File: config.mk
export PLATFORM = sky130hd
export DESIGN_NAME = e1tx_frame_cfg
export DESIGN_NICKNAME = d
export VERILOG_FILES = /design/src/inc/e1tx_pkg.sv /design/src/rtl/e1tx_crc4.sv /design/src/rtl/e1tx_frame_cfg.sv
export SDC_FILE = /design/constraint.sdc
export NUM_CORES = 1
export LEC_CHECK = 0
export BUFFER_PORTS_ARGS = -buffer_cell sky130_fd_sc_hd__buf_4
export CAP_MARGIN = 20
export CORE_UTILIZATION = 55
export DETAILED_ROUTE_END_ITERATION = 16
export MAX_ROUTING_LAYER = met4
export PLACE_DENSITY_LB_ADDON = 0.3
export SYNTH_ARGS = -nofsm -noshare
export SYNTH_HDL_FRONTEND = slang
export SYNTH_HIERARCHICAL = 1
export SYNTH_SLANG_ARGS = --single-unit
File: constraint.sdc
create_clock -name sys_clk -period 3.4 [get_ports sys_clk]
set_input_delay 0 -clock sys_clk [delete_from_list [all_inputs] [get_ports sys_clk]]
set_output_delay 0 -clock sys_clk [all_outputs]
set_load 0.02 [all_outputs]
File: src/inc/e1tx_pkg.sv
// Function
// RULE1 - One transmit config register per channel at 044, 0C4, 144, 1C4; own channel only
// RULE2 - Line code bit one selects AMI, zero selects HDB3
// RULE3 - Both signaling bits zero: timeslot 16 passes backplane PCM unchanged
// RULE4 - Insert off, link select on: timeslot 16 from data-link input
// RULE5 - Both on: timeslot 16 built from backplane signaling or per-channel byte
// RULE6 - Backplane signaling nibble sits in low four bits; link select zero reserved
// RULE7 - CRC enabled: send multiframe alignment, CRC bits, far-end error bits if allowed
// RULE8 - CRC bits of first sub-multiframe after enable are indeterminate
// RULE9 - CRC computed over sub-multiframe n goes out in n+1
// RULE10 - CRC off: CRC positions carry stored bit one; NFAS bit one stored or PCM; code sends PCM bit one in CRC positions when national bits disabled
// RULE11 - Substituted stored or PCM bits go out in the same sub-multiframe
// RULE12 - Framing disable: no pattern in timeslot 0, PCM passes transparently
// RULE13 - Framing on: even frames carry FAS, odd frames carry stored bits
// RULE14 - Framing disabled: CRC, error, national and extra bit settings ignored
// RULE15 - Alarm indication bit forces all ones over everything
// RULE16 - Reset clears config to zero except insert enable and link select set
// RULE17 - National bits from stored register when enabled, else from backplane PCM
// RULE18 - Register changes take effect at the next frame boundary
package e1tx_pkg;

   // ==========================================================
   // Register map, per channel block
   // ==========================================================
   localparam logic [8:0] CH_STRIDE = 9'h080;
   localparam logic [8:0] OFF_CFG = 9'h044;
   localparam logic [8:0] OFF_ALARM = 9'h045;
   localparam logic [8:0] OFF_INTL = 9'h046;
   localparam logic [8:0] OFF_XBITS = 9'h047;
   localparam logic [8:0] OFF_STATUS = 9'h048;

   // ==========================================================
   // Field positions and reset values
   // ==========================================================
   localparam int CFG_AMI_BIT = 7;
   localparam int CFG_SIGNALING_INSERT_ENABLE_BIT = 6;
   localparam int CFG_LINK_SELECT_BIT = 5;
   localparam int CFG_CRC_GENERATE_ENABLE_BIT = 4;
   localparam int CFG_FRAMING_DISABLE_BIT = 3;
   localparam int CFG_FAR_ERROR_INSERT_DISABLE_BIT = 2;
   localparam int CFG_NATIONAL_BITS_DISABLE_BIT = 1;
   localparam int CFG_EXTRA_BITS_DISABLE_BIT = 0;
   localparam logic [7:0] CFG_RESET = 8'h60;
   localparam int ALARM_AIS_BIT = 0;
   localparam int ALARM_RAI_BIT = 1;
   localparam logic [7:0] ALARM_RESET = 8'h00;
   localparam logic [7:0] ALARM_MASK = 8'h03;
   localparam int INTL_SI1_BIT = 7;
   localparam int INTL_SI0_BIT = 6;
   localparam logic [7:0] INTL_RESET = 8'hdf;
   localparam logic [7:0] INTL_MASK = 8'hdf;
   localparam int XB_X1_BIT = 2;
   localparam int XB_X3_BIT = 1;
   localparam int XB_X4_BIT = 0;
   localparam logic [7:0] XBITS_RESET = 8'h07;
   localparam logic [7:0] XBITS_MASK = 8'h07;

   // ==========================================================
   // Frame structure
   // ==========================================================
   localparam logic [6:0] FAS_PATTERN = 7'h1b;
   localparam logic [5:0] MFAS_PATTERN = 6'h0b;
   localparam logic [3:0] CAS_MF_PATTERN = 4'h0;
   localparam logic [4:0] TS_ZERO = 5'h00;
   localparam logic [4:0] TS_SIG = 5'h10;
   localparam logic [4:0] TS_LAST = 5'h1f;
   localparam logic [3:0] CRC_POLY = 4'h3;

   typedef enum logic [3:0] {
      MODE_PASS = 4'b0001,
      MODE_CCS = 4'b0010,
      MODE_RSVD = 4'b0100,
      MODE_CAS = 4'b1000
   } e1tx_mode_type;

   typedef struct packed {
      logic [7:0] cfg;
      logic [7:0] alarm;
      logic [7:0] intl;
      logic [7:0] xbits;
   } e1tx_set_type;

   localparam e1tx_set_type SET_RESET = '{CFG_RESET, ALARM_RESET, INTL_RESET, XBITS_RESET};

endpackage

File: src/rtl/e1tx_crc4.sv
`timescale 1ns/100ps
module e1tx_crc4 import e1tx_pkg::*; (
   input wire logic sys_clk, // 125 MHz clock
   input wire logic reset_n, // Async reset, active low
   input wire logic enable, // CRC generation active
   input wire logic byte_valid, // One byte of the outgoing frame
   input wire logic [7:0] data_byte, // Byte with CRC positions zeroed
   input wire logic smf_end, // Last byte of a sub-multiframe
   output logic [3:0] crc_bits // Remainder of previous sub-multiframe
);

   typedef struct packed {
      logic [3:0] acc;
      logic [3:0] res;
   } e1tx_crc_type;

   e1tx_crc_type st_ff;
   e1tx_crc_type nxt_st;

   function automatic logic [3:0] crc_step(input logic [3:0] c, input logic [7:0] d);
      logic [3:0] r;
      logic fb;
      r = c;
      for (int i = 7; i >= 0; i--) begin
         fb = r[3] ^ d[i];
         r = {r[2:0], 1'b0} ^ (fb ? CRC_POLY : 4'h0);
      end
      return r;
   endfunction

   always_comb begin
      nxt_st = st_ff;
      if (!enable) begin
         // Cleared while off; first result after enable is partial
         nxt_st = '0; // see RULE8
      end else if (byte_valid) begin
         if (smf_end) begin
            nxt_st.res = crc_step(st_ff.acc, data_byte); // see RULE9
            nxt_st.acc = 4'h0;
         end else begin
            nxt_st.acc = crc_step(st_ff.acc, data_byte);
         end
      end
   end

   always_ff @(posedge sys_clk or negedge reset_n) begin
      if (!reset_n) begin
         st_ff <= '0;
      end else begin
         st_ff <= nxt_st;
      end
   end

   assign crc_bits = st_ff.res;

endmodule // e1tx_crc4

File: src/rtl/e1tx_frame_cfg.sv
`timescale 1ns/100ps
module e1tx_frame_cfg import e1tx_pkg::*; #(
   parameter int NUM_CHANNELS = 4,
   parameter int CHANNEL = 0
) (
   input wire logic sys_clk, // 125 MHz clock
   input wire logic reset_n, // Async reset, active low
   input wire logic [8:0] reg_addr, // Register address
   input wire logic [7:0] reg_wdata, // Register write data
   input wire logic reg_wr, // Write strobe
   input wire logic reg_rd, // Read strobe
   output logic [7:0] reg_rdata, // Read data, cycle after strobe
   input wire logic bp_valid, // One timeslot byte presented
   input wire logic mf_sync, // Byte is TS0 of multiframe frame 0
   input wire logic [7:0] backplane_tx_pcm, // Backplane PCM byte
   input wire logic [7:0] backplane_tx_signaling, // Backplane signaling byte
   input wire logic [7:0] tx_datalink_input, // Common-channel byte for TS16
   input wire logic signaling_source_select, // 1: take per-channel nibble
   input wire logic [3:0] tx_per_channel_controller, // Per-channel signaling nibble
   input wire logic [1:0] far_error_bits, // Far-end error bits, frames 13 and 15
   output logic line_valid, // Output byte valid
   output logic [7:0] line_byte, // Byte to line encoder, bit 1 is MSB
   output logic line_code_ami // 1: AMI, 0: HDB3
);

   generate
      if (CHANNEL < 0 || CHANNEL >= NUM_CHANNELS || NUM_CHANNELS > 4) begin : g_bad
         $error("e1tx_frame_cfg: channel index out of range");
      end
   endgenerate

   // Base of this channel's register block
   localparam logic [8:0] CH_BASE = 9'(CHANNEL * CH_STRIDE);

   typedef struct packed {
      e1tx_set_type live;
      e1tx_set_type act;
      logic [4:0] ts;
      logic [3:0] frm;
      logic [31:0][3:0] sig;
      logic [7:0] out_byte;
      logic out_valid;
      logic [7:0] rdata;
      logic ami;
   } e1tx_state_type;

   localparam e1tx_state_type ST_RESET = '{SET_RESET, SET_RESET, 5'h00, 4'h0, '0,
                                           8'h00, 1'b0, 8'h00, 1'b0};

   e1tx_state_type st_ff;
   e1tx_state_type nxt_st;
   e1tx_set_type s;
   e1tx_mode_type mode;
   logic [4:0] ts_cur;
   logic [3:0] frm_cur;
   logic [7:0] built;
   logic [7:0] crc_feed;
   logic [3:0] crc_bits;
   logic crc_on;
   logic smf_end;

   function automatic e1tx_mode_type ts16_mode(input logic [7:0] cfg);
      case ({cfg[CFG_SIGNALING_INSERT_ENABLE_BIT], cfg[CFG_LINK_SELECT_BIT]})
         2'b00: return MODE_PASS;
         2'b01: return MODE_CCS;
         2'b10: return MODE_RSVD;
         default: return MODE_CAS;
      endcase
   endfunction

   function automatic logic own_reg(input logic [8:0] addr, input logic [8:0] off);
      return addr == (CH_BASE + off); // see RULE1
   endfunction

   // ==========================================================
   // Position in the multiframe
   // ==========================================================
   assign ts_cur = mf_sync ? TS_ZERO : st_ff.ts;
   assign frm_cur = mf_sync ? 4'h0 : st_ff.frm;

   // New settings only at TS0 so one frame never mixes two configurations
   assign s = (ts_cur == TS_ZERO) ? st_ff.live : st_ff.act; // see RULE18
   assign mode = ts16_mode(s.cfg);
   assign crc_on = s.cfg[CFG_CRC_GENERATE_ENABLE_BIT] & ~s.cfg[CFG_FRAMING_DISABLE_BIT]; // see RULE14
   assign smf_end = (ts_cur == TS_LAST) && (frm_cur[2:0] == 3'h7);

   // ==========================================================
   // Byte assembly
   // ==========================================================
   always_comb begin
      logic [7:0] pcm;
      logic national_bits_disable;
      logic extra_bits_disable;
      logic bit1;
      pcm = backplane_tx_pcm;
      national_bits_disable = s.cfg[CFG_NATIONAL_BITS_DISABLE_BIT];
      extra_bits_disable = s.cfg[CFG_EXTRA_BITS_DISABLE_BIT];
      bit1 = pcm[7];
      built = pcm;
      crc_feed = pcm;
      if (ts_cur == TS_ZERO) begin
         if (s.cfg[CFG_FRAMING_DISABLE_BIT]) begin
            built = pcm; // see RULE12
         end else if (!frm_cur[0]) begin
            // FAS frame: bit 1 is a CRC bit or its substitute
            if (crc_on) begin
               bit1 = crc_bits[3 - frm_cur[2:1]]; // see RULE7
            end else if (national_bits_disable) begin
               bit1 = pcm[7]; // see RULE11
            end else begin
               bit1 = s.intl[INTL_SI1_BIT]; // see RULE10
            end
            built = {bit1, FAS_PATTERN}; // see RULE13
            crc_feed = {1'b0, FAS_PATTERN};
         end else begin
            if (crc_on) begin
               if (frm_cur < 4'hc) begin
                  bit1 = MFAS_PATTERN[5 - frm_cur[3:1]]; // see RULE7
               end else if (!s.cfg[CFG_FAR_ERROR_INSERT_DISABLE_BIT]) begin
                  bit1 = far_error_bits[frm_cur[1] ? 0 : 1]; // see RULE7
               end else begin
                  bit1 = frm_cur[1] ? s.intl[INTL_SI0_BIT] : s.intl[INTL_SI1_BIT];
               end
            end else begin
               bit1 = national_bits_disable ? pcm[7] : s.intl[INTL_SI0_BIT]; // see RULE10
            end
            built[7] = bit1;
            built[6] = 1'b1;
            built[5] = s.alarm[ALARM_RAI_BIT];
            built[4:0] = national_bits_disable ? pcm[4:0] : s.intl[4:0]; // see RULE17
            crc_feed = built;
         end
      end else if (ts_cur == TS_SIG) begin
         case (mode)
            MODE_PASS: built = pcm; // see RULE3
            MODE_CCS: built = tx_datalink_input; // see RULE4
            MODE_RSVD: built = pcm;
            MODE_CAS: begin
               if (frm_cur == 4'h0) begin
                  built = {CAS_MF_PATTERN, s.intl[7:4]};
                  if (extra_bits_disable || s.cfg[CFG_FRAMING_DISABLE_BIT]) begin
                     built[3:0] = {pcm[3], 1'b0, pcm[1:0]}; // see RULE14
                  end else begin
                     built[3:0] = {s.xbits[XB_X1_BIT], 1'b0, s.xbits[XB_X3_BIT],
                                   s.xbits[XB_X4_BIT]};
                  end
               end else begin
                  built = {st_ff.sig[frm_cur], st_ff.sig[{1'b1, frm_cur}]}; // see RULE5
               end
            end
            default: built = pcm;
         endcase
         crc_feed = built;
      end else begin
         crc_feed = pcm;
      end
      if (s.alarm[ALARM_AIS_BIT]) begin
         built = 8'hff; // see RULE15
         crc_feed = 8'hff;
      end
   end

   e1tx_crc4 u_crc4 (
      .sys_clk(sys_clk),
      .reset_n(reset_n),
      .enable(crc_on),
      .byte_valid(bp_valid),
      .data_byte(crc_feed),
      .smf_end(smf_end),
      .crc_bits(crc_bits)
   );

   // ==========================================================
   // Next state
   // ==========================================================
   always_comb begin
      nxt_st = st_ff;
      nxt_st.out_valid = bp_valid;
      nxt_st.rdata = 8'h00;
      if (bp_valid) begin
         nxt_st.out_byte = built;
         nxt_st.ts = ts_cur + 5'h01;
         nxt_st.frm = (ts_cur == TS_LAST) ? frm_cur + 4'h1 : frm_cur;
         if (ts_cur == TS_ZERO) begin
            nxt_st.act = st_ff.live; // see RULE18
         end
         if (ts_cur != TS_ZERO && ts_cur != TS_SIG) begin
            // Only the low nibble carries signaling
            nxt_st.sig[ts_cur] = signaling_source_select ? tx_per_channel_controller
                                 : backplane_tx_signaling[3:0]; // see RULE6
         end
      end
      // Line code switches together with the TS0 byte that first uses the new settings
      if (bp_valid && ts_cur == TS_ZERO) begin
         nxt_st.ami = st_ff.live.cfg[CFG_AMI_BIT]; // see RULE2
      end else begin
         nxt_st.ami = st_ff.act.cfg[CFG_AMI_BIT]; // see RULE2
      end
      if (reg_wr) begin
         if (own_reg(reg_addr, OFF_CFG)) begin
            nxt_st.live.cfg = reg_wdata;
         end else if (own_reg(reg_addr, OFF_ALARM)) begin
            nxt_st.live.alarm = reg_wdata & ALARM_MASK;
         end else if (own_reg(reg_addr, OFF_INTL)) begin
            nxt_st.live.intl = reg_wdata & INTL_MASK;
         end else if (own_reg(reg_addr, OFF_XBITS)) begin
            nxt_st.live.xbits = reg_wdata & XBITS_MASK;
         end
      end
      if (reg_rd) begin
         if (own_reg(reg_addr, OFF_CFG)) begin
            nxt_st.rdata = st_ff.live.cfg;
         end else if (own_reg(reg_addr, OFF_ALARM)) begin
            nxt_st.rdata = st_ff.live.alarm;
         end else if (own_reg(reg_addr, OFF_INTL)) begin
            nxt_st.rdata = st_ff.live.intl;
         end else if (own_reg(reg_addr, OFF_XBITS)) begin
            nxt_st.rdata = st_ff.live.xbits;
         end else if (own_reg(reg_addr, OFF_STATUS)) begin
            nxt_st.rdata = {2'b00, st_ff.act.cfg[CFG_CRC_GENERATE_ENABLE_BIT] & ~st_ff.act.cfg[CFG_FRAMING_DISABLE_BIT],
                            st_ff.ts == TS_ZERO, st_ff.frm};
         end
      end
   end

   always_ff @(posedge sys_clk or negedge reset_n) begin
      if (!reset_n) begin
         st_ff <= ST_RESET; // see RULE16
      end else begin
         st_ff <= nxt_st;
      end
   end

   assign reg_rdata = st_ff.rdata;
   assign line_valid = st_ff.out_valid;
   assign line_byte = st_ff.out_byte;
   assign line_code_ami = st_ff.ami;

endmodule // e1tx_frame_cfg

==> impl_results.md, run 1 <==
- Antenna violations before repair: 0
- Drt initial violations: about 420
- Hold_ws: 0.0248 ns
- Area delta synth->final: 15.8%
- Final period utilization: a little over nine tenths
- Cells after Synth: 937
- Root Buffer: clkbuf_16
- Critical path's most frequent cell: xnor3_2
- Crit path capture type: register
- Worst-margin pin slew: roughly 0.88 ns
- Final Setup Violations: 0
- Nets: 1068
- Yosys cell types: 73
- Pre-CTS setup slack: -0.187 ns
- Inserted Diodes: 0
- Crit-path cells: nand2b_1 > ha_4 > or4b_4 > buf_12 > a21oi_2 > a31oi_1 > a311oi_2 > buf_4 > nor2_2 > nor2_1 > xnor3_2 > xnor3_2 > xnor2_2 > o22ai_1 > and2_1
- Crit Path Max Fanout: 7
- Critical path's slowest cell: or4b_4
- Post-synth ARST share: between 90% and 100%
- Unrepaired setup endpoints after global routing: true
- Leading cell type in the layout, fill and taps excluded: dfrtp_1
- Startpoint types: register
- EDFF count, synth: 0
- Main flop type after synthesis: dfrtp_1
- Largest net degree at the start of global routing: approximately 100
- Post-route core utilization: between 60% and 70%
- Commonest cells after routing, fill and taps aside: dfrtp_1 (176), mux2_2 (165), buf_4 (117), nand2_1 (72), nor2_1 (42)
- Number of synthesized register bits: 200
- TritonCTS clock tree: built
- Pwr Total: 5880 uW
- Die X: about 140 um
- Crit path time final: approximately 3.3 ns
- DR vias: approximately 7800
- Setup ws final: about 0.053 ns
- Vias in the first global route: 7784
- Post-route ant nets: 0
- Die Y: around 140 um
- Outcome: completed
- Hold Fails Final Rpt: 0
- Slew headroom: 41.4%
- Drt wl/cell: ~22 um
- Max-cap violations: 0
- Max-slew violation count: 0
- CORE AREA: 0.0188 mm2
- Die Footprint: a little under 0.02 mm2
- Critical path class: reg -> reg
- CP required: 3.73 ns
- DRC: 0
- Overflow after GRT: 0
- Critical path arrival: 3.68 ns
- Hold Crit Class: in -> reg
- Fmax: 299 MHz
- Peak supply drop: approximately 0.37 mV
- H-tree Lvls: 4
- Dpl hpwl: 19.2 mm
- LEAKAGE: approximately 0.0056 uW
- Clock transition at path regs: 0.07 ns
- Critical path's largest stage delay: 0.51 ns
- DRT Wirelength: ~27 mm
- CTS sink count: 200
- Pwr dens: just under 500 mW/mm2
- CTS Buf Count: 17
- Vias per inst: 6.20
- Routability congestion estimate: 1.06
- # port buffers: 67
- Syn Nets: 1001
- Post-Syn Area per Cell: 11.3 um2
- Register area share after synthesis: around 48%
- Drt pass-1 iters: 7
- Gr usage total: between 30% and 40%
- First-pass GRT wire length: roughly 44 mm
- # rows: 50
- Final Skew: ~0.012 ns
- Layout cells sized above 1: 37.8%
- Clk buf depth: 2
- Post-Synthesis Cell Area: around 0.011 mm2
- Ys Warns: 6
- Clock Latency Late Sink: around 0.44 ns
- Initial cell density of the core: a little under three fifths
- I/O pin cnt: between 70 and 80
[timing repair]
action                                 CTS  global route
resized for setup                        7             6
pin swaps                                4             4
endpoints found under the hold margin  117             0
setup endpoints to repair                5             5
hold buffers                            15             0
buffers inserted                         1             2
[cells by family (layout without fill, tap and decap cells)]
logic type / count (synthesis) / in the layout / synth area share [%]
XOR/XNOR: 15 / 15 / 1.53
AND/OR/NAND/NOR: 226 / 226 / 11.0
adder cells (fa/ha/maj): 10 / 10 / 1.18
buffers and inverters: 108 / 188 / 4.89
AO/OA/AOI/OAI: 174 / 174 / 11.3
multiplexers: 204 / 204 / 22.5
flip-flops: 200 / 200 / 47.6
[final cells by class]
class	instances	area, um2
repair buffers	137	1120
clock inverters	13	123
flip-flops and latches	200	5030
inverters	19	71.3
well taps	234	293
clock buffers	19	433
fillers	1445	6540
multi-input cells	629	5150
[worst max-delay path, delay by kind of cell (launching register included)]
kind	cells	cell delay [ns]
AOI/OAI and AO/OA	4	0.62
DFF	1	0.38
adders and majority gates	1	0.17
xor gates and xnor gates	3	0.76
and+or+nand+nor	5	0.93
buffers and inverters	2	0.35
[metal layers]
layer,vias up,track usage [%],part of all wire [%]
li1,3531,-,-
met1,3883,39.8,44
met4,0,10.7,2.8
met2,282,47.3,47
met5,-,-,0
met3,66,5.54,5.8
[cells in the mapped netlist (6+ instances only)]
cell type / number / area [um2]
nor2b_1: 14 / 87.6
nand2_1: 72 / 270
dfstp_2: 23 / 604
mux4_2: 10 / 225
a32o_1: 6 / 60.1
a22oi_1: 7 / 52.6
buf_2: 16 / 80.1
mux2i_1: 29 / 290
ha_1: 10 / 125
inv_1: 17 / 63.8
a311oi_1: 8 / 70.1
a211oi_1: 6 / 45.0
nor3_1: 17 / 85.1
and3_1: 7 / 43.8
buf_4: 20 / 150
nor2_1: 43 / 161
and2_1: 9 / 56.3
nand2b_1: 21 / 131
a21oi_1: 30 / 150
a31oi_1: 10 / 62.6
nand3_1: 7 / 35.0
o22ai_1: 25 / 156
clkbuf_1: 47 / 176
xnor2_1: 10 / 87.6
o21ai_0: 30 / 150
o22a_1: 7 / 61.3
nor3b_1: 10 / 75.1
mux2_2: 165 / 1860
dfrtp_1: 177 / 4430
[flip-flops by register name, indices dropped and copies added, names as in the netlist]
register	flops
line_code_ami	1
st_ff	174
u_crc4/crc_bits	4
line_byte	8
u_crc4/st_ff	4
line_valid	1
reg_rdata	8
[power by group]
group	internal (uW)	leakage (uW)	switching [uW]
Clock	1020	0.000261	930
Combinational	608	0.00266	655
Sequential	2560	0.00266	112
Total	4190	0.00558	1700
[stage by stage]
stage | instance area (um2) | TNS (ns) | instances
after floorplan | 10700 | 0 | 937
after global placement | 11400 | 0 | 1201
after detailed placement | 11400 | -0.469 | 1201
after CTS | 12200 | 0 | 1249
after global routing | 12200 | -0.219 | 1251
final | 12200 | 0 | 1251
[path summary, 6_finish.rpt]
kind	from	end	slack (ns)	cells past startpoint
max	st_ff[151]	u_crc4/st_ff[4]	0.05	15
min	tx_datalink_input[0]	line_byte[0]	0.02	4
max reg2reg	st_ff[151]	u_crc4/st_ff[4]	0.05	15
min reg2reg	st_ff[84]	st_ff[84]	0.38	0
max in group asynchronous	reset_n	st_ff[122]	2.12	3
min in group asynchronous	reset_n	st_ff[212]	0.18	2
(Power assumes the default switching activity.)
==> inputs of run 2 (changes only) <==
- CTS_BUF_LIST: unset -> sky130_fd_sc_hd__clkbuf_2
==> impl_results.md, run 2 (synthesis gave the netlist of run 1 again) <==
- Worst-margin pin slew: roughly 0.89 ns
- Dpl hpwl: between 15 and 20 mm
- Die Y: 141 um
- Crit Path Max Fanout: 7
- Vias per inst: between 6 and 7
- # port buffers: 67
- Slew headroom: approximately 40%
- TritonCTS clock tree: built
- Layout cells sized above 1: between 30% and 40%
- Pre-CTS setup slack: -0.187 ns
- Setup ws final: -0.00944 ns
- Unrepaired setup endpoints after global routing: true
- First-pass GRT wire length: 44.5 mm
- Crit-path cells: nand2b_1 > ha_4 > nor4b_4 > buf_4 > or4_4 > a21oi_4 > a311oi_2 > a311oi_2 > nor2_1 > xnor3_2 > xnor3_2 > xnor2_2 > o22ai_1 > and2_1
- Hold_ws: 0.0443 ns
- Critical path's largest stage delay: approximately 0.50 ns
- Post-route core utilization: 65.7%
- Final Setup Violations: 1
- Fmax: just under 300 MHz
- DRT Wirelength: between 20 and 30 mm
- Peak supply drop: roughly 0.3 mV
- Number of cells on the worst reg-to-reg path: 14
- RR Startpoint: st_ff[151]
- CTS sink count: 200
- Max-slew violation count: 0
- Hold path depth: 8
- Outcome: finished with violations
- Critical path class: reg -> reg
- Overflow after GRT: 0
- Clock transition at path regs: ~0.30 ns
- Drt pass-1 iters: 6
- Final Skew: about 0.054 ns
- Largest net degree at the start of global routing: between 80 and 90
- Routability congestion estimate: around 1.1
- DRC: 0
- Clock Latency Late Sink: about 0.80 ns
- Hold Crit Class: in -> reg
- CORE AREA: approximately 0.019 mm2
- Drt initial violations: approximately 660
- Post-route ant nets: 0
- Post-Layout Cell Count: roughly 1300
- Failing checks: setup timing
- H-tree Lvls: 4
- Critical path's slowest cell: or4_4
- Initial cell density of the core: roughly 56%
- Clk buf depth: 2
- Commonest cells after routing, fill and taps aside: dfrtp_1 (176), mux2_2 (165), buf_4 (118), nand2_1 (72), dlygate4sd3_1 (56)
- Gr usage total: 30.6%
- Worst hold start: tx_datalink_input[4]
- DR vias: 7912
- R2R setup slack: -0.009 ns
- Pwr dens: between 400 and 500 mW/mm2
- Crit path capture type: register
- Final period utilization: 100%
- Startpoint types: register
- LEAKAGE: between 0.005 and 0.006 uW
- Leading cell type in the layout, fill and taps excluded: dfrtp_1
- Placed insts: 1201
- Vias in the first global route: ~8000
- R2r endpoint: u_crc4/st_ff[4]
- TNS Setup: -0.00944 ns
- I/O pin cnt: between 70 and 80
- Register with the most flip-flops: st_ff
- # rows: 50
- Crit path time final: between 3 and 4 ns
- CP required: roughly 4.1 ns
- Critical path arrival: 4.13 ns
- Root Buffer: clkbuf_2
- Antenna violations before repair: 1
- Die X: ~140 um
- Area delta synth->final: 16.7%
- Max-cap violations: 0
- Nets: 1111
- Max reg flops: roughly 170
- Hold EP: u_crc4/crc_bits[0]
- Hold Fails Final Rpt: 0
- Die Footprint: 0.0198 mm2
- Drt wl/cell: 21.6 um
- CTS Buf Count: 17
[run 2: cell types whose count changed in the layout (fill, tap and decap cells not counted)]
| cell | delta |
|---|---|
| buf_4 | +1 |
| clkbuf_16 | -17 |
| buf_16 | +1 |
| diode_2 | +1 |
| dlygate4sd3_1 | +41 |
| clkbuf_2 | +19 |
| a311oi_1 | +2 |
| clkbuf_1 | -2 |
| a311oi_2 | -2 |
[run 2: critical path, delay by kind of cell (launching register included)]
family / cells / cell delay, ns
AND/OR/NAND/NOR: 5 / 0.99
AO/OA/AOI/OAI: 4 / 0.81
XOR/XNOR: 3 / 0.76
flip-flops: 1 / 0.41
adder cells (fa/ha/maj): 1 / 0.20
buffers and inverters: 1 / 0.18
[run 2: routing by layer]
| layer | track usage (%) | up-vias | part of all wire (%) |
|---|---|---|---|
| met3 | 5.84 | 52 | 6.8 |
| met1 | 40.2 | 3954 | 43 |
| met2 | 48.6 | 300 | 48 |
| li1 | - | 3606 | - |
| met5 | - | - | 0 |
| met4 | 8.81 | 0 | 2.1 |
[run 2: worst max-delay path by stage]
stage          startpoint               to  slack [ns]  cells past startpoint
2_1_floorplan     mf_sync  u_crc4/st_ff[4]       0.009                     18
3_3_place_gp   st_ff[150]  u_crc4/st_ff[4]        0.02                     14
3_5_place_dp   st_ff[150]  u_crc4/st_ff[5]       -0.19                     14
4_1_cts        st_ff[150]  u_crc4/st_ff[4]        0.02                     14
5_1_grt        st_ff[151]  u_crc4/st_ff[4]       -0.16                     15
6_report       st_ff[151]  u_crc4/st_ff[4]      -0.009                     14
[run 2: through the flow]
stage | instance area (um2) | total power [uW]
final | 12300 | 5110
after floorplan | 10700 | 3520
after CTS | 12300 | 5100
after global routing | 12300 | 5340
after detailed placement | 11400 | 3910
after global placement | 11400 | 3870
[run 2: area by class of cell]
class / instances / area (um2)
fillers: 1450 / 6440
multi-input cells: 629 / 5140
flip-flops and latches: 200 / 5030
repair buffers: 180 / 1570
well taps: 234 / 293
clock inverters: 13 / 123
clock buffers: 19 / 95.1
inverters: 19 / 71.3
diodes: 1 / 2.50
[run 2: repair_timing]
item	in CTS	in global routing
hold buffers	56	1
gates cloned	0	0
setup endpoints to repair	5	6
setup buffers	1	3
hold endpoints to repair	221	3
pin swaps	4	6
resized for setup	6	5
[run 2: where the power goes]
| group | switching [uW] | internal (uW) |
|---|---|---|
| clock | 837 | 279 |
| sequential | 110 | 2560 |
| combinational | 665 | 659 |
